[src/rtl/gated_timer_pkg.sv]
// Package: register map, fields and timing constants of the gated 16-bit timer
package gated_timer_pkg;

	// ------------------------------------------------------------
	// Register offsets (byte-wide registers, index addressing)
	// ------------------------------------------------------------
	localparam int          ADDR_W              = 4;
	localparam int          DATA_W              = 8;
	localparam logic [3:0]  ADDR_TIMER_CONTROL  = 4'h0;
	localparam logic [3:0]  ADDR_GATE_CONTROL   = 4'h1;
	localparam logic [3:0]  ADDR_COUNT_LOW      = 4'h2;
	localparam logic [3:0]  ADDR_COUNT_HIGH     = 4'h3;
	localparam logic [3:0]  ADDR_OSC_ENABLE     = 4'h4;
	localparam logic [3:0]  ADDR_IRQ_STATUS     = 4'h5;
	localparam logic [3:0]  ADDR_IRQ_MASK       = 4'h6;

	// ------------------------------------------------------------
	// Field positions
	// ------------------------------------------------------------
	localparam int          TC_ON_BIT           = 0;
	localparam int          TC_UNSYNC_BIT       = 2;
	localparam int          TC_EXT_CLK_BIT      = 3;
	localparam int          TC_PRESCALE_LSB     = 4;
	localparam int          GC_ENABLE_BIT       = 7;
	localparam int          GC_POLARITY_BIT     = 6;
	localparam int          GC_SOURCE_LSB       = 0;
	localparam int          OSC_ENABLE_BIT      = 3;
	localparam int          IRQ_OVERFLOW_BIT    = 0;

	// ------------------------------------------------------------
	// Widths, reset values and fixed figures
	// ------------------------------------------------------------
	localparam int          PRESCALE_W          = 2;
	localparam int          PRESCALE_CNT_W      = 3;
	localparam int          GATE_SRC_W          = 2;
	localparam int          GATE_SRC_N          = 4;
	localparam logic [7:0]  BYTE_ZERO           = 8'h00;
	localparam logic [15:0] COUNT_ZERO          = 16'h0000;
	localparam logic [15:0] COUNT_ONES          = 16'hFFFF;
	localparam logic [15:0] STARTUP_PRESET      = 16'hFC00;
	localparam int          STARTUP_CYCLES      = 1024;

	// Control register bundle
	typedef struct packed {
		logic [PRESCALE_W-1:0] prescale_select;
		logic                  ext_clk;
		logic                  unsync;
		logic                  timer_on;
	} timer_ctrl_t;

	typedef struct packed {
		logic                  gate_enable;
		logic                  gate_polarity;
		logic [GATE_SRC_W-1:0] gate_source;
	} gate_ctrl_t;

endpackage

[src/rtl/gated_sixteen_bit_timer.sv]
// Gated 16-bit timer with prescaler, external clock, crystal enable and overflow interrupt
//
// Summary of operation
// The count clock is divided by 1, 2, 4 or 8 as the prescale select field chooses.
// Any write to the count high or low byte clears the prescale counter.
// The prescale counter is never visible to or writable by software.
// Setting the oscillator enable bit starts the crystal driver, which keeps running in sleep.
// With the count preset to FC00h and the flag clear, the flag sets after 1024 count clocks.
// With the unsynchronised bit set the external clock edge is used without phase retiming.
// External unsynchronised counting continues in sleep and its overflow can wake the core.
// Switching between synchronised and unsynchronised modes may drop or add one increment.
// A read of either count byte always returns a valid byte.
// Software reading the two bytes separately must allow for an overflow between reads.
// Software should stop the counter before writing the count bytes.
// Gated counting is enabled by the gate enable bit with polarity from a separate bit.
// While the gate is active the count rises on each rising edge of the count clock.
// Without gating in effect the count rises on every count clock edge; the code counts only rising edges, after the prescaler.
// In gated mode the count advances only when the gate level equals the polarity bit.
// The gate comes from one of several selectable sources.
// The count rolls from all ones to zero, setting the sticky overflow flag.
//
// The address-and-strobe port and the register offsets are this design's own decisions.
`timescale 1ns/1ps
`default_nettype none

module gated_sixteen_bit_timer
	import gated_timer_pkg::*;
#(
	parameter int CLK_FREQ_HZ = 125_000_000
) (
	// Clock and reset
	input  wire logic                  clk_sys_in,
	input  wire logic                  srst_in,
	// Register port
	input  wire logic [ADDR_W-1:0]     addr_in,
	input  wire logic [DATA_W-1:0]     wdata_in,
	input  wire logic                  wr_in,
	input  wire logic                  rd_in,
	output logic      [DATA_W-1:0]     rdata_out,
	// External count clock and gate sources (asynchronous pins)
	input  wire logic                  count_clock_source_in,
	input  wire logic [GATE_SRC_N-1:0] gate_input_in,
	// Processor sleep state
	input  wire logic                  sleep_in,
	// Crystal driver control and wake
	output logic                       crystal_drive_en_out,
	output logic                       wake_out,
	// Interrupt
	output logic                       irq_out
);

	// ------------------------------------------------------------
	// Input synchronisers
	// ------------------------------------------------------------
	logic [1:0]            ext_clk_meta;
	logic [GATE_SRC_N-1:0] gate_meta;
	logic [GATE_SRC_N-1:0] gate_sync;
	logic                  ext_clk_sync;
	logic                  ext_clk_prev;
	logic                  ext_clk_raw_prev;

	// Two stages before any logic reads the pins
	always_ff @(posedge clk_sys_in) begin
		ext_clk_meta <= {ext_clk_meta[0], count_clock_source_in};
		gate_meta    <= gate_input_in;
		gate_sync    <= gate_meta;
	end

	assign ext_clk_sync = ext_clk_meta[1];

	// ------------------------------------------------------------
	// Registers
	// ------------------------------------------------------------
	timer_ctrl_t       ctrl;
	gate_ctrl_t        gate_ctrl;
	logic              low_freq_osc_enable;
	logic [15:0]       count;
	logic [PRESCALE_CNT_W-1:0] prescale_cnt;
	logic              overflow_flag;
	logic              irq_mask;

	// Write decode
	wire wr_ctrl  = wr_in && (addr_in == ADDR_TIMER_CONTROL);
	wire wr_gate  = wr_in && (addr_in == ADDR_GATE_CONTROL);
	wire wr_low   = wr_in && (addr_in == ADDR_COUNT_LOW);
	wire wr_high  = wr_in && (addr_in == ADDR_COUNT_HIGH);
	wire wr_osc   = wr_in && (addr_in == ADDR_OSC_ENABLE);
	wire wr_mask  = wr_in && (addr_in == ADDR_IRQ_MASK);
	wire rd_stat  = rd_in && (addr_in == ADDR_IRQ_STATUS);
	wire wr_count = wr_low || wr_high;

	// ------------------------------------------------------------
	// Count clock edge selection
	// ------------------------------------------------------------
	// Unsynchronised mode skips the extra retiming flop, so its edge is one
	// cycle earlier; a mode change may therefore drop or add one edge.
	wire ext_edge_sync   = ext_clk_raw_prev && !ext_clk_prev;
	wire ext_edge_unsync = ext_clk_sync && !ext_clk_raw_prev;
	wire sys_tick        = 1'b1;
	// direct edge use
	// edge slip on switch
	wire count_edge = !ctrl.ext_clk ? sys_tick :
		(ctrl.unsync ? ext_edge_unsync : ext_edge_sync);

	// Internal clock stops in sleep; unsynchronised external keeps going
	// counting in sleep
	wire clk_alive = !sleep_in || (ctrl.ext_clk && ctrl.unsync);

	// Retiming chain for the synchronised path; both taps always run so a
	// mode switch sees settled history rather than a stale flop
	always_ff @(posedge clk_sys_in) begin
		ext_clk_raw_prev <= ext_clk_sync;
		ext_clk_prev     <= ext_clk_raw_prev;
	end

	// ------------------------------------------------------------
	// Prescaler
	// ------------------------------------------------------------
	function automatic logic [PRESCALE_CNT_W-1:0] prescale_limit(input logic [PRESCALE_W-1:0] sel);
		prescale_limit = PRESCALE_CNT_W'((1 << sel) - 1);
	endfunction

	wire src_edge   = count_edge && clk_alive && ctrl.timer_on;
	// divide by 1 2 4 8
	// At or above the limit counts as done, so a count left over from a larger
	// ratio wraps on the next edge instead of running up to the counter width
	wire prescale_done = (prescale_cnt >= prescale_limit(ctrl.prescale_select));

	// clear on count write
	// hidden prescale state
	always_ff @(posedge clk_sys_in) begin
		if (srst_in || wr_count) begin
			prescale_cnt <= '0;
		end else if (src_edge) begin
			prescale_cnt <= prescale_done ? '0 : prescale_cnt + 1'b1;
		end
	end

	// ------------------------------------------------------------
	// Gate
	// ------------------------------------------------------------
	// gate source select
	wire gate_level = gate_sync[gate_ctrl.gate_source];
	// gate enable and polarity
	// level equals polarity
	wire gate_open  = !gate_ctrl.gate_enable || (gate_level == gate_ctrl.gate_polarity);
	// count on rising edge
	// free running otherwise
	wire inc        = src_edge && prescale_done && gate_open;

	// ------------------------------------------------------------
	// Counter and overflow
	// ------------------------------------------------------------
	// rollover sets flag
	wire rollover = inc && (count == COUNT_ONES);
	// preset start-up check
	wire [15:0] next_count = wr_low  ? {count[15:8], wdata_in} :
	                         wr_high ? {wdata_in, count[7:0]} :
	                         inc     ? 16'(count + 1'b1) : count;

	always_ff @(posedge clk_sys_in) begin
		if (srst_in) begin
			count <= COUNT_ZERO;
		end else begin
			count <= next_count;
		end
	end

	// Set wins over the clear-on-read
	always_ff @(posedge clk_sys_in) begin
		if (srst_in) begin
			overflow_flag <= 1'b0;
		end else if (rollover) begin
			overflow_flag <= 1'b1;
		end else if (rd_stat) begin
			overflow_flag <= 1'b0;
		end
	end

	// ------------------------------------------------------------
	// Control registers
	// ------------------------------------------------------------
	always_ff @(posedge clk_sys_in) begin
		if (srst_in) begin
			ctrl                <= '0;
			gate_ctrl           <= '0;
			low_freq_osc_enable <= 1'b0;
			irq_mask            <= 1'b0;
		end else begin
			if (wr_ctrl) begin
				ctrl <= {wdata_in[TC_PRESCALE_LSB +: PRESCALE_W], wdata_in[TC_EXT_CLK_BIT],
					wdata_in[TC_UNSYNC_BIT], wdata_in[TC_ON_BIT]};
			end
			if (wr_gate) begin
				gate_ctrl <= {wdata_in[GC_ENABLE_BIT], wdata_in[GC_POLARITY_BIT],
					wdata_in[GC_SOURCE_LSB +: GATE_SRC_W]};
			end
			if (wr_osc) begin
				low_freq_osc_enable <= wdata_in[OSC_ENABLE_BIT];
			end
			if (wr_mask) begin
				irq_mask <= wdata_in[IRQ_OVERFLOW_BIT];
			end
		end
	end

	// ------------------------------------------------------------
	// Read mux, one cycle latency
	// ------------------------------------------------------------
	logic [DATA_W-1:0] rd_mux;
	// count bytes always valid
	always_comb begin
		rd_mux = BYTE_ZERO;
		unique case (addr_in)
			ADDR_TIMER_CONTROL: begin
				rd_mux[TC_PRESCALE_LSB +: PRESCALE_W] = ctrl.prescale_select;
				rd_mux[TC_EXT_CLK_BIT]                = ctrl.ext_clk;
				rd_mux[TC_UNSYNC_BIT]                 = ctrl.unsync;
				rd_mux[TC_ON_BIT]                     = ctrl.timer_on;
			end
			ADDR_GATE_CONTROL: begin
				rd_mux[GC_ENABLE_BIT]                 = gate_ctrl.gate_enable;
				rd_mux[GC_POLARITY_BIT]               = gate_ctrl.gate_polarity;
				rd_mux[GC_SOURCE_LSB +: GATE_SRC_W]   = gate_ctrl.gate_source;
			end
			ADDR_COUNT_LOW:   rd_mux = count[7:0];
			ADDR_COUNT_HIGH:  rd_mux = count[15:8];
			ADDR_OSC_ENABLE:  rd_mux[OSC_ENABLE_BIT]   = low_freq_osc_enable;
			ADDR_IRQ_STATUS:  rd_mux[IRQ_OVERFLOW_BIT] = overflow_flag;
			ADDR_IRQ_MASK:    rd_mux[IRQ_OVERFLOW_BIT] = irq_mask;
			default:          rd_mux = BYTE_ZERO;
		endcase
	end

	// Pending unmasked overflow; a rollover in the reading cycle keeps it up
	logic next_irq;
	assign next_irq = (overflow_flag || rollover) && irq_mask && !(rd_stat && !rollover);

	// Outputs straight from flops
	always_ff @(posedge clk_sys_in) begin
		if (srst_in) begin
			rdata_out            <= BYTE_ZERO;
			irq_out              <= 1'b0;
			crystal_drive_en_out <= 1'b0;
			wake_out             <= 1'b0;
		end else begin
			rdata_out            <= rd_in ? rd_mux : BYTE_ZERO;
			irq_out              <= next_irq;
			// crystal runs in sleep too
			crystal_drive_en_out <= low_freq_osc_enable;
			wake_out             <= next_irq && sleep_in;
		end
	end

	// ------------------------------------------------------------
	// Checks
	// ------------------------------------------------------------
	chk_count_write_prescale: assert property (@(posedge clk_sys_in) disable iff (srst_in)
		wr_count |=> (prescale_cnt == '0))
		else $error("prescale not cleared by count write");
	chk_prescale_bound: assert property (@(posedge clk_sys_in) disable iff (srst_in)
		(src_edge && !wr_ctrl) |=> (prescale_cnt <= prescale_limit(ctrl.prescale_select)))
		else $error("prescale count above limit");
	chk_rollover_flag: assert property (@(posedge clk_sys_in) disable iff (srst_in)
		rollover |=> overflow_flag && (count == COUNT_ZERO || $past(wr_count)))
		else $error("rollover without flag");
	chk_gate_hold: assert property (@(posedge clk_sys_in) disable iff (srst_in)
		(gate_ctrl.gate_enable && gate_level != gate_ctrl.gate_polarity && !wr_count) |=> $stable(count))
		else $error("count moved with gate closed");
	chk_free_count: assert property (@(posedge clk_sys_in) disable iff (srst_in)
		(!gate_ctrl.gate_enable && !ctrl.ext_clk && ctrl.timer_on && !sleep_in && !wr_count
		 && ctrl.prescale_select == '0) |=> (count == 16'($past(count) + 1'b1)))
		else $error("free running count stalled");
	chk_gate_count: assert property (@(posedge clk_sys_in) disable iff (srst_in)
		(inc && !wr_count) |=> (count == 16'($past(count) + 1'b1)))
		else $error("gated increment lost");
	chk_crystal_enable: assert property (@(posedge clk_sys_in) disable iff (srst_in)
		(wr_osc && wdata_in[OSC_ENABLE_BIT]) |=> ##1 crystal_drive_en_out)
		else $error("crystal not enabled");
	chk_sleep_hold: assert property (@(posedge clk_sys_in) disable iff (srst_in)
		(sleep_in && !ctrl.ext_clk && !wr_count) |=> $stable(count))
		else $error("internal clock counted in sleep");
	chk_irq_level: assert property (@(posedge clk_sys_in) disable iff (srst_in)
		(overflow_flag && irq_mask && !rd_stat) |=> irq_out)
		else $error("interrupt not raised");

	// Flag is sticky until a status read, and the interrupt drops with it
	chk_flag_sticky: assert property (@(posedge clk_sys_in) disable iff (srst_in)
		(overflow_flag && !rd_stat) |=> overflow_flag)
		else $error("overflow flag lost without a read");
	chk_flag_clear: assert property (@(posedge clk_sys_in) disable iff (srst_in)
		(rd_stat && !rollover) |=> !overflow_flag)
		else $error("status read left flag set");
	chk_irq_quiet: assert property (@(posedge clk_sys_in) disable iff (srst_in)
		(!overflow_flag && !rollover) |=> !irq_out)
		else $error("interrupt without pending overflow");

	// Wake only asks for the core while it sleeps
	chk_wake_sleep: assert property (@(posedge clk_sys_in) disable iff (srst_in)
		(sleep_in && overflow_flag && irq_mask && !rd_stat) |=> wake_out)
		else $error("sleeping core not woken");
	chk_wake_awake: assert property (@(posedge clk_sys_in) disable iff (srst_in)
		!sleep_in |=> !wake_out)
		else $error("wake raised while awake");

	// Crystal driver follows its enable bit whatever the sleep state
	chk_crystal_follow: assert property (@(posedge clk_sys_in) disable iff (srst_in)
		crystal_drive_en_out == $past(low_freq_osc_enable))
		else $error("crystal driver does not follow enable");

	// Edge paths: unsynchronised counts at once, synchronised one cycle later
	chk_unsync_count: assert property (@(posedge clk_sys_in) disable iff (srst_in)
		(ctrl.ext_clk && ctrl.unsync && ctrl.timer_on && ext_clk_sync && !ext_clk_raw_prev
		 && ctrl.prescale_select == '0 && !gate_ctrl.gate_enable && !wr_count)
		|=> (count == 16'($past(count) + 1'b1)))
		else $error("unsynchronised edge not counted");
	chk_sync_lag: assert property (@(posedge clk_sys_in) disable iff (srst_in)
		(ctrl.ext_clk && !ctrl.unsync && ext_clk_sync && !ext_clk_raw_prev)
		|-> !count_edge ##1 (count_edge || $past(wr_ctrl)))
		else $error("synchronised edge not one cycle late");

	// Gate level comes from the selected source only
	chk_gate_source: assert property (@(posedge clk_sys_in) disable iff (srst_in)
		(gate_ctrl.gate_enable && inc) |-> (gate_sync[gate_ctrl.gate_source] == gate_ctrl.gate_polarity))
		else $error("gate source not honoured");

	// Read data stand one cycle after the strobe and are zero otherwise
	chk_read_low: assert property (@(posedge clk_sys_in) disable iff (srst_in)
		(rd_in && addr_in == ADDR_COUNT_LOW) |=> (rdata_out == 8'($past(count))))
		else $error("count low byte read wrong");
	chk_read_high: assert property (@(posedge clk_sys_in) disable iff (srst_in)
		(rd_in && addr_in == ADDR_COUNT_HIGH) |=> (rdata_out == 8'($past(count) >> DATA_W)))
		else $error("count high byte read wrong");
	chk_read_idle: assert property (@(posedge clk_sys_in) disable iff (srst_in)
		!rd_in |=> (rdata_out == BYTE_ZERO))
		else $error("read data outside read cycle");

	cov_rollover:   cover property (@(posedge clk_sys_in) disable iff (srst_in) rollover);
	cov_gate_block: cover property (@(posedge clk_sys_in) disable iff (srst_in) src_edge && !gate_open);
	cov_unsync_inc: cover property (@(posedge clk_sys_in) disable iff (srst_in) inc && ctrl.unsync);
	cov_sleep_wake: cover property (@(posedge clk_sys_in) disable iff (srst_in) wake_out);
	cov_sync_inc:   cover property (@(posedge clk_sys_in) disable iff (srst_in) inc && ctrl.ext_clk && !ctrl.unsync);

endmodule

`default_nettype wire

[config.mk]
export PLATFORM = sky130hd
export DESIGN_NAME = gated_sixteen_bit_timer
export DESIGN_NICKNAME = d
export VERILOG_FILES = /design/src/rtl/gated_timer_pkg.sv /design/src/rtl/gated_sixteen_bit_timer.sv
export SDC_FILE = /design/constraint.sdc
export NUM_CORES = 1
export LEC_CHECK = 0
export BUFFER_PORTS_ARGS = -buffer_cell sky130_fd_sc_hd__buf_4
export CAP_MARGIN = 20
export CORE_MARGIN = 5
export CORE_UTILIZATION = 49
export CTS_BUF_LIST = sky130_fd_sc_hd__clkbuf_2 sky130_fd_sc_hd__clkbuf_4 sky130_fd_sc_hd__clkbuf_8
export CTS_CLUSTER_DIAMETER = 60
export DETAILED_ROUTE_END_ITERATION = 10
export PLACE_DENSITY = 0.67
export SLEW_MARGIN = 15
export SYNTH_ARGS = -nofsm -noshare
export SYNTH_HDL_FRONTEND = slang
export SYNTH_SLANG_ARGS = --single-unit
export TNS_END_PERCENT = 50
[constraint.sdc]
create_clock -name clk_sys_in -period 3.3 [get_ports clk_sys_in]
set_input_delay 0.495 -clock clk_sys_in [delete_from_list [all_inputs] [get_ports clk_sys_in]]
set_output_delay 0.495 -clock clk_sys_in [all_outputs]
set_load 0.1 [all_outputs]
==> results of run 1 <==
==> Yosys cell counts (2+ instances only) <==
| cell type | instances |
|---|---|
| dfxtp_1 | 54 |
| nand2_1 | 36 |
| nor2_1 | 36 |
| a21oi_1 | 24 |
| nand3_1 | 22 |
| mux2i_1 | 14 |
| clkbuf_1 | 13 |
| a22oi_1 | 9 |
| a211oi_1 | 7 |
| o31ai_1 | 6 |
| and2_1 | 5 |
| ha_1 | 5 |
| inv_1 | 5 |
| nor2b_1 | 5 |
| o21ai_0 | 5 |
| a211oi_2 | 4 |
| nand3b_1 | 4 |
| o21ai_1 | 4 |
| mux2_2 | 3 |
| nand2b_1 | 3 |
| nand4_1 | 3 |
| nor3_1 | 3 |
| o22ai_1 | 3 |
| or2_2 | 3 |
| a21oi_4 | 2 |
| and3_1 | 2 |
| buf_1 | 2 |
| xnor2_1 | 2 |
| xor2_1 | 2 |
==> cell families (layout without fill, tap and decap cells) <==
logic type | after synthesis | count (layout) | synth area share (%)
flops | 54 | 54 | 41.8
buf+inv | 21 | 47 | 3.34
fa+ha+maj | 5 | 5 | 2.42
xor+xnor | 4 | 4 | 1.35
mux | 18 | 18 | 7.59
compound gates | 70 | 70 | 19.0
simple gates | 130 | 130 | 24.6
==> power breakdown <==
group          internal (mW)  leakage (nW)  total (mW)  switching, mW
sequential             0.671         0.441       0.692         0.0215
clock                  0.158        0.0486       0.369          0.210
combinational         0.0461         0.604       0.110         0.0642
==> final timing paths <==
path,from,end,cells after the start
hold reg to reg,gate_meta[0]$_DFF_P_,gate_sync[0]$_DFF_P_,0
hold / removal,gate_input_in[0],gate_meta[0]$_DFF_P_,1
setup reg to reg,ctrl[3]$_SDFFE_PP0P_,count[7]$_SDFFE_PP0P_,8
setup / recovery,ctrl[3]$_SDFFE_PP0P_,count[7]$_SDFFE_PP0P_,8
==> through the flow <==
step	cells	area [um^2]	hold slack (ns)
after CTS	398	2950	0.276
after global routing	398	2950	0.270
final	398	2950	0.293
after global placement	390	2860	0.311
after floorplan	302	2590	0.310
after detailed placement	390	2860	0.312
==> state kept, by name (all words and copies together), names as in the netlist <==
name,count
count,16
ext_clk_prev,1
overflow_flag,1
crystal_drive_en_out,1
wake_out,1
ctrl,5
ext_clk_raw_prev,1
ext_clk_meta,2
rdata_out,8
low_freq_osc_enable,1
prescale_cnt,3
gate_ctrl,4
irq_out,1
gate_sync,4
gate_meta,4
irq_mask,1
==> routing by layer <==
| layer | part of all wire (%) | GRT usage, % | vias up |
|---|---|---|---|
| li1 | - | - | 1121 |
| met1 | 46 | 28.0 | 1046 |
| met2 | 44 | 30.3 | 88 |
| met3 | 8.7 | 4.12 | 6 |
| met4 | 1.3 | 6.54 | 0 |
| met5 | 0 | 0 | - |
==> worst max-delay path: stages, from the launching register on <==
cell and delay, ns:
dfxtp_1 0.34, or2_2 0.30, ha_1 0.26, nand2b_1 0.11
a21boi_0 0.10, or4_4 0.60, a21oi_4 0.43, mux2i_1 0.24
o22ai_1 0.09
==> area by class of cell <==
type | count | area share (%)
Multi-Input combinational cell | 227 | 48.1
Sequential cell | 54 | 36.6
Timing Repair Buffer | 34 | 8.64
Tap cell | 70 | 2.97
Clock buffer | 6 | 2.58
Inverter | 5 | 0.636
Clock inverter | 2 | 0.466
==> metrics.txt, run 1 <==
core area about 5100 um^2; R2R Setup Slk slightly above 0.7 ns; IO Port Bufs 32; area of the multi-input gates roughly 1400 um^2; H-tree levels 2; Routed WL approximately 6.4 mm; global route overflow 0; status completed; drc violations 0; TNS Setup 0 ns; Die Footprint about 7000 um^2; Final period util about four fifths; Post-DRT Antenna Nets 0; clk root buf clkbuf_8; sequential cell area ~1100 um^2; most used flip-flop cell after synthesis dfxtp_1; DRT iter0 DRCs around 270; fin nets between 300 and 400; crit path launch type flop; most frequent cells in the layout 54 x dfxtp_1, 36 x nand2_1, 36 x nor2_1; number of synthesized flops with an enable pin 0; initial core utilization 50.7%; wire per inst around 16 um; Avg Vias per Cell about 5.7; Total Routing Usage GR about a fifth; Skew-Pair Late Insertion Delay approximately 0.30 ns; pre-CTS setup slack between 0.7 and 0.8 ns; share of post-route cells with drive strength above 1 18.6%; post-route total power ~1.2 mW; Finished Core Util slightly below 60%; Worst IR Drop VDD 0.286 mV; Yosys cell types 45; I/O Pins 33; ANT cells 0; Seq/Total Area, Yosys 41.8%; Mapped Area approximately 2600 um^2; syn_nets approximately 330; Crit. End Element flop; Syn Inst Count 302; Tightest Pin Transition slightly above 0.8 ns; CP arrival approximately 2.8 ns; Worst Setup Slack, final between 0.7 and 0.8 ns; critical path fanouts, max 14; GPL Wtd Cong between 0.9 and 1; Final Hold Viols 0; max_slew headroom around 45%; # setup viols final 0; number of CTS-inserted buffers 5; crit path time final 2.58 ns; Async S/R FF share, synth 0%; syn_area_per_cell 8.57 um^2; post-synth top area cell dfxtp_1; Row Count 26; Fillers ~470; Die W 82.7 um; post-cts resize count 0; die height around 83 um; top cell type's share of synthesized area 41.8%; HPWL Detailed approximately 4.6 mm; Ys Warns 0; Clock Pin Slew Worst Setup and Hold Paths around 0.10 ns; most common cell after layout, fill and taps aside dfxtp_1; Clock Skew roughly 0.011 ns; synth-to-layout area growth 14.1%; type of the most critical hold path input pin to flop; clk sinks 54; max_cap viols 0; CTS hold repair buffers 0; max-slew violation count 0; postcts setup bufs 0; power density over cell area ~400 nW/um^2; kind of critical path flop to flop; CTS tree built; vias in the first global route 2015; 1st-pass router iterations 5; top cells by area, synth dfxtp_1 42%, mux2i_1 5.4%, nand2_1 5.2%; RSZ-0062 raised after global routing false; pin count of the biggest net entering global routing 36; static leakage approximately 1.1 nW; initial antenna violation count 0; Bufs on Longest Clock Path 2; via count around 2300; first-pass GRT wire length just over 10 mm; Worst EP required ~3.5 ns; Max Clock Freq roughly 0.39 GHz; Yosys reg bits 54
No activity file was read; power rests on OpenSTA's default activity.
==> run 2: changes to the inputs <==
--- a/config.mk
+++ b/config.mk
@@ -12,7 +12,7 @@
 export CTS_BUF_LIST = sky130_fd_sc_hd__clkbuf_2 sky130_fd_sc_hd__clkbuf_4 sky130_fd_sc_hd__clkbuf_8
 export CTS_CLUSTER_DIAMETER = 60
 export DETAILED_ROUTE_END_ITERATION = 10
-export PLACE_DENSITY = 0.67
+export PLACE_DENSITY = 0.7
 export SLEW_MARGIN = 15
 export SYNTH_ARGS = -nofsm -noshare
 export SYNTH_HDL_FRONTEND = slang
==> constraint.sdc (replaced) <==
create_clock -name clk_sys_in -period 2.25 [get_ports clk_sys_in]
set_input_delay 0.3375 -clock clk_sys_in [delete_from_list [all_inputs] [get_ports clk_sys_in]]
set_output_delay 0.3375 -clock clk_sys_in [all_outputs]
set_load 0.1 [all_outputs]
==> run 2 against run 1 <==
Effect of this change:
- the flow now finishes with violations (setup timing)
- critical path type unchanged
- combinational power grew 75%
- total power grew 57%
- fmax grew 11%
- critical endpoint is now count[12]$_SDFFE_PP0P_
- non-clock buffer count grew 21
- largest cell class unchanged
- sequential power grew 46%
- core utilization grew 5.8 points
- worst setup slack lost 0.80 ns
- global-route usage grew 0.79 points
- sequential share of layout area shrank 3.2 points
==> metrics.txt, run 2 (same netlist as run 1, synthesis figures left out) <==
status complete, but fails checks; failing checks setup timing; crit-path most repeated cell buf_6; TNS Setup -0.310 ns (-0.310 ns); Worst Setup Slack, final -0.0741 ns (-0.798 ns); Final Non-Filler Cells 418 (+5.0%); first-pass GRT wire length 10.6 mm (+4.4%); Bufs on Longest Clock Path 2 (unchanged); H-tree levels 2 (unchanged); Worst IR Drop VDD 0.314 mV (+9.7%); Clock Skew 0.00596 ns (-0.00464 ns); Stages on worst setup path 10 (+2); IO Port Bufs 32 (unchanged); Total Routing Usage GR 20.7% (+0.79 points); wire per inst 15.7 um (-1.9%); kind of critical path flop to flop; crit path time final 2.32 ns (-0.252 ns); number of CTS-inserted buffers 5 (unchanged); pin count of the biggest net entering global routing 36 (unchanged); RSZ-0062 raised after global routing true; most common cell after layout, fill and taps aside dfxtp_1; top flop regs count x16, rdata_out x8, ctrl x5; GPL Wtd Cong 0.922 (+1.6%); max_slew headroom 64.1% (+19 points); Tightest Pin Transition 0.536 ns (-0.293 ns); max-slew violation count 0 (unchanged); Die W 82.7 um (unchanged); max_cap viols 0 (unchanged); global route overflow 0 (unchanged); ANT cells 0 (unchanged); Post-DRT Antenna Nets 0 (unchanged); Worst EP required 2.48 ns (-1.01 ns); Skew-Pair Late Insertion Delay 0.31 ns (about the same); Avg Vias per Cell 5.64 (-0.74%); share of post-route cells with drive strength above 1 26.7% (+8.1 points); max FFs per register 16 (unchanged); worst reg2reg path depth 10 (+2); area of the multi-input gates 1480 um^2 (+4.2%); vias in the first global route 2191 (+8.7%); CP startpoint ctrl[4]$_SDFFE_PP0P_; crit path launch type flop; post-route total power 1.83 mW (+57%); CTS tree built; 1st-pass router iterations 4 (-1); via count 2357 (+4.2%); static leakage 1.24 nW (+14%); Die Footprint 6830 um^2 (unchanged); power density over cell area 564 nW/um^2 (+42%); cell total after placement 401 (+2.8%); type of the most critical hold path input pin to flop; R2R Path End count[12]$_SDFFE_PP0P_; Top reg by flops count; most frequent cells in the layout 52 x dfxtp_1, 46 x buf_4, 35 x nor2_1, 35 x nand2_1, 23 x a21oi_1; core area 5110 um^2 (unchanged); # setup viols final 6 (+6); CP bufs+invs 2 (+2); HPWL Detailed 4.72 mm (+1.6%); I/O Pins 33 (unchanged); Fillers 442 (-5.8%); drc violations 0 (unchanged); R2R Setup Slk -0.07 ns (-0.80 ns); CP arrival 2.55 ns (-0.21 ns); Crit. End Element flop; DRT iter0 DRCs 233 (-15%); clk sinks 54 (unchanged); CP delay by family, top simple AND/OR/NAND/NOR gates; Hold WS 0.125 ns (-0.168 ns); critical path fanouts, max 5 (-9); CP peak stage delay 0.48 ns (-0.12 ns); slowest stage cell, crit path or4_4; Final Hold Viols 0 (unchanged); sequential cell area 1090 um^2 (+0.46%); die height 82.7 um (unchanged); fin nets 375 (+5.9%); CP Capture Point count[12]$_SDFFE_PP0P_; clk root buf clkbuf_8; initial antenna violation count 0 (unchanged); reg2reg start ctrl[4]$_SDFFE_PP0P_; Row Count 26 (unchanged); initial core utilization 50.7% (unchanged); worst path cell trace or2_4 -> ha_4 -> nand2b_4 -> a21boi_2 -> or4_4 -> buf_6 -> a21oi_4 -> buf_6 -> a21oi_1 -> a211oi_1; Max Clock Freq 0.430 GHz (+11%); Routed WL 6.56 mm (+3.1%); synth-to-layout area growth 25.6%; Clock Pin Slew Worst Setup and Hold Paths 0.09 ns (about the same); Final period util 103% (+25 points)
[run 2: changes by cell type in the layout (fill, tap and decap cells not counted), sizes merged]
cell / before / now
buf: 34 / 54
bufinv: 0 / 1
clkinv: 2 / 1
[run 2: metal layers]
| layer | up-vias | wire [um] | GRT usage, % |
|---|---|---|---|
| met4 | 0 | 201 | 8.99 |
| met3 | 14 | 586 | 3.90 |
| met1 | 1078 | 2830 | 27.2 |
| li1 | 1163 | - | - |
| met2 | 102 | 2950 | 33.0 |
| met5 | - | 0 | 0 |
[run 2: timing repair]
action / 4_1_cts / 5_1_grt
resized for setup: 11 / 13
buffers inserted: 7 / 2
gates cloned: 1 / 0
hold endpoints to repair: 0 / 0
hold buffers: 0 / 0
setup endpoints to repair: 14 / 17
pin swaps: 5 / 4
[run 2: how the worst min path moves through the flow]
| stage | start | slack, ns | to | cells after the start |
|---|---|---|---|---|
| CTS | gate_input_in[0] | 0.11 | gate_meta[0]$_DFF_P_ | 1 |
| detailed placement | gate_meta[2]$_DFF_P_ | 0.31 | gate_sync[2]$_DFF_P_ | 0 |
| global route | gate_input_in[3] | 0.11 | gate_meta[3]$_DFF_P_ | 1 |
| global placement | ext_clk_meta[0]$_DFF_P_ | 0.31 | ext_clk_meta[1]$_DFF_P_ | 0 |
| floorplan | ext_clk_meta[0]$_DFF_P_ | 0.31 | ext_clk_meta[1]$_DFF_P_ | 0 |
| finish | gate_input_in[0] | 0.13 | gate_meta[0]$_DFF_P_ | 1 |
[run 2: area by class of cell]
class	instances	share of cell area, %
clock buffer	5	2.12
clock inverter	2	1.19
inverter	5	0.578
multi-input combinational	227	45.6
sequential	54	33.4
tap	70	2.70
timing repair buffer	55	14.4
[run 2: where the power goes]
part	switching (mW)	leakage, nW	internal, mW	total, mW
Sequential	0.0276	0.442	0.983	1.01
Combinational	0.104	0.749	0.0877	0.192
Clock	0.304	0.0542	0.327	0.631
Total	0.436	1.24	1.40	1.83
[run 2: stage by stage]
step,instance area [um^2],utilization (%),worst slack [ns]
after detailed placement,2960,57.9,-0.0981
after global routing,3250,63.6,-0.139
final,3250,63.6,-0.0741
after CTS,3190,62.5,-0.0631
after global placement,2960,57.9,-0.0177
after floorplan,2590,-,0.0660
==> run 3: changes to the inputs <==
--- a/config.mk
+++ b/config.mk
@@ -5,6 +5,7 @@
 export SDC_FILE = /design/constraint.sdc
 export NUM_CORES = 1
 export LEC_CHECK = 0
+export ABC_AREA = 1
 export BUFFER_PORTS_ARGS = -buffer_cell sky130_fd_sc_hd__buf_4
 export CAP_MARGIN = 20
 export CORE_MARGIN = 5
@@ -12,6 +13,7 @@
 export CTS_BUF_LIST = sky130_fd_sc_hd__clkbuf_2 sky130_fd_sc_hd__clkbuf_4 sky130_fd_sc_hd__clkbuf_8
 export CTS_CLUSTER_DIAMETER = 60
 export DETAILED_ROUTE_END_ITERATION = 10
+export HOLD_SLACK_MARGIN = 0.08
 export PLACE_DENSITY = 0.7
 export SLEW_MARGIN = 15
 export SYNTH_ARGS = -nofsm -noshare
==> run 3 against run 2 <==
Effect of this change:
- the run now ends clean
- fmax increased by 23%
- via count increased by 16%
- register-to-register slack improved by 0.44 ns
- worst setup slack improved by 0.44 ns
- global-route usage decreased by 0.65 points
- clock-buffer cell count unchanged
- first-iteration DRC count increased by 12%
==> metrics.txt, run 3 <==
share of post-route cells with drive strength above 1 14.7% (-12 points); CP arrival 2.10 ns (-0.45 ns); Max Clock Freq 0.531 GHz (+23%); Worst Hold Depth 1 (unchanged); power density over cell area 585 nW/um^2 (+3.8%); number of CTS-inserted buffers 5 (unchanged); crit-path most repeated cell nand2_1; Worst EP required 2.47 ns (about the same); Clock Skew 0.00858 ns (+0.00261 ns); R2R Path End count[9]$_SDFFE_PP0P_; initial antenna violation count 0 (unchanged); top cells by area, synth dfxtp_1 38%, nand2_1 14%, nand3_1 6.9%; worst reg2reg path depth 11 (+1); CTS hold repair buffers 0 (unchanged); Compound-Gate Fraction of Synth Area 12.6% (-6.4 points); worst hold endpoint gate_meta[2]$_DFF_P_; Design Area, Final 3210 um^2 (-1.2%); slowest stage cell, crit path dfxtp_1; most frequent cells in the layout 103 x nand2_1, 54 x dfxtp_1, 52 x inv_1; 1st-pass router iterations 5 (+1); Synth Area in Simple Gates 36.1% (+12 points); Total Routing Usage GR 20.0% (-0.65 points); status completed; clk root buf clkbuf_8; critical path fanouts, max 25 (+20); HPWL Detailed 5.21 mm (+10%); reg2reg start ctrl[3]$_SDFFE_PP0P_; max_slew headroom 64.3% (+0.19 points); CP delay by family, top simple AND/OR/NAND/NOR gates; pin count of the biggest net entering global routing 29 (-19%); fin nets 467 (+25%); HP Start gate_input_in[2]; postcts setup bufs 0 (-7); Crit. End Element flop; DRT iter0 DRCs 260 (+12%); CP peak stage delay 0.35 ns (-0.13 ns); post-synth top area cell dfxtp_1; max-slew violation count 0 (unchanged); Post-DRT Antenna Nets 0 (unchanged); Avg Vias per Cell 5.33 (-5.5%); Post-synth top cells 103 x nand2_1, 54 x dfxtp_1, 52 x inv_1; H-tree levels 2 (unchanged); post-cts resize count 0 (-11); most used flip-flop cell after synthesis dfxtp_1; Seq/Total Area, Yosys 38.4% (-3.4 points); crit path launch type flop; Async S/R FF share, synth 0% (unchanged); Row Count 27 (+3.8%); Top reg by flops count; max_cap viols 0 (unchanged); RSZ-0062 raised after global routing false; wire per inst 13.5 um (-14%); Yosys cell types 33 (-27%); syn_area_per_cell 6.90 um^2 (-19%); # setup viols final 0 (-6); syn_nets 435 (+32%); top flop regs count x16, rdata_out x8, ctrl x5; I/O Pins 33 (unchanged); die height 85.8 um (+3.8%); Skew-Pair Late Insertion Delay 0.31 ns (about the same); IO Port Bufs 32 (unchanged); Routed WL 6.95 mm (+5.9%); crit path time final 1.88 ns (-0.440 ns); static leakage 1.47 nW (+18%); Tightest Pin Transition 0.533 ns (-0.00277 ns); Yosys reg bits 54 (unchanged); Hold WS 0.121 ns (-0.00449 ns); largest family of logic cells by synthesized area simple AND/OR/NAND/NOR gates; Die Footprint 7360 um^2 (+7.7%); Die W 85.8 um (+3.8%); worst path cell trace nand2_1 -> ha_1 -> and3_1 -> nor2_2 -> nor2_2 -> nand2_1 -> nand2_4 -> nand2_2 -> nand2_1 -> nand2_1 -> nor2_1; fraction of synthesized cell area in xor and xnor cells 0.622% (-0.73 points); ANT cells 0 (unchanged); most common cell after layout, fill and taps aside nand2_1; CTS tree built; most common cell in the netlist nand2_1; Fillers 540 (+22%); clk sinks 54 (unchanged); number of synthesized flops with an enable pin 0 (unchanged); core area 5540 um^2 (+8.5%); post-synthesis mux area share 0% (-7.6 points); top cell type's share of synthesized area 38.4% (-3.4 points); initial core utilization 50.8% (+0.15 points); kind of critical path flop to flop; R2R Setup Slk 0.37 ns (+0.44 ns); CP bufs+invs 0 (-2); max FFs per register 16 (unchanged); vias in the first global route 2525 (+15%); via count 2734 (+16%); drc violations 0 (unchanged); global route overflow 0 (unchanged); TNS Setup 0 ns (+0.310 ns); Clock Pin Slew Worst Setup and Hold Paths 0.10 ns (about the same); type of the most critical hold path input pin to flop; synth-to-layout area growth 14.1%; Bufs on Longest Clock Path 2 (unchanged); Area after DPL 3100 um^2 (+4.7%); Final period util 83.7% (-20 points); post-route total power 1.88 mW (+2.6%); Syn Inst Count 408 (+35%); Final Hold Viols 0 (unchanged); Ys Warns 0 (unchanged); GPL Wtd Cong 0.896 (-2.9%); Worst IR Drop VDD 0.387 mV (+23%); Mapped Area 2820 um^2 (+8.8%); first-pass GRT wire length 11.9 mm (+13%); post-synthesis adder-cell area fraction 2.22% (-0.20 points)
-- run 3: cell types whose count changed after synthesis, sizes merged, moves of 6 or more --
cell,previous run,this run
nand2,36,112
inv,5,56
nand3,22,40
mux2i,14,0
clkbuf,13,1
nor2,36,48
a211oi,11,0
o21ai,9,20
a22oi,9,0
o31ai,7,0
and2,6,0
-- run 3: final cells by class --
| class | count | area, um^2 | area share (%) |
|---|---|---|---|
| multi-input cells | 288 | 1450 | 45.1 |
| inverters | 57 | 219 | 6.82 |
| well taps | 72 | 90.1 | 2.80 |
| repair buffers | 34 | 255 | 7.95 |
| clock inverters | 3 | 47.5 | 1.48 |
| clock buffers | 5 | 68.8 | 2.14 |
| flip-flops and latches | 54 | 1080 | 33.7 |
-- run 3: worst register-to-register path, stage by stage (launching register included) --
cell and delay [ns]:
dfxtp_1 0.35, nand2_1 0.06, ha_1 0.30, and3_1 0.20, nor2_2 0.18, nor2_2 0.07
nand2_1 0.10, nand2_4 0.17, nand2_2 0.19, nand2_1 0.07, nand2_1 0.05, nor2_1 0.04
-- run 3: logic make-up (layout without fill, tap and decap cells) --
logic type | count (synthesis) | count (layout)
buffers and inverters | 66 | 99
AO/OA/AOI/OAI | 63 | 63
AND/OR/NAND/NOR | 218 | 218
XOR/XNOR | 2 | 2
flip-flops | 54 | 54
adder cells (fa/ha/maj) | 5 | 5
-- run 3: worst max-delay path by stage --
stage | cells past startpoint | slack (ns) | start | end
4_1_cts | 11 | 0.36 | ctrl[3]$_SDFFE_PP0P_ | count[12]$_SDFFE_PP0P_
3_5_place_dp | 11 | 0.39 | ctrl[3]$_SDFFE_PP0P_ | count[9]$_SDFFE_PP0P_
5_1_grt | 12 | 0.12 | ctrl[3]$_SDFFE_PP0P_ | count[9]$_SDFFE_PP0P_
6_report | 11 | 0.37 | ctrl[3]$_SDFFE_PP0P_ | count[9]$_SDFFE_PP0P_
3_3_place_gp | 12 | 0.43 | ctrl[4]$_SDFFE_PP0P_ | count[15]$_SDFFE_PP0P_
2_1_floorplan | 11 | 0.61 | ctrl[4]$_SDFFE_PP0P_ | count[7]$_SDFFE_PP0P_
-- run 3: metal layers --
layer  track usage, %  part of all wire [%]  vias up
met5                0                     0        -
met4             5.76                   1.4        0
met3             4.32                   6.5       12
met2             34.4                    49       98
met1             25.2                    43     1239
li1                 -                     -     1385
-- run 3: through the flow --
step                      worst slack (ns)  utilization (%)  instances
after CTS                            0.363             58.0        513
after floorplan                      0.609                -        408
after global placement               0.426             55.9        505
after global routing                 0.116             58.0        513
final                                0.366             58.0        513
after detailed placement             0.385             55.9        505
-- run 3: where the power goes --
group	switching, mW	internal (mW)	total (mW)
registers	0.0254	0.985	1.01
logic	0.119	0.0741	0.193
clock network	0.337	0.340	0.677
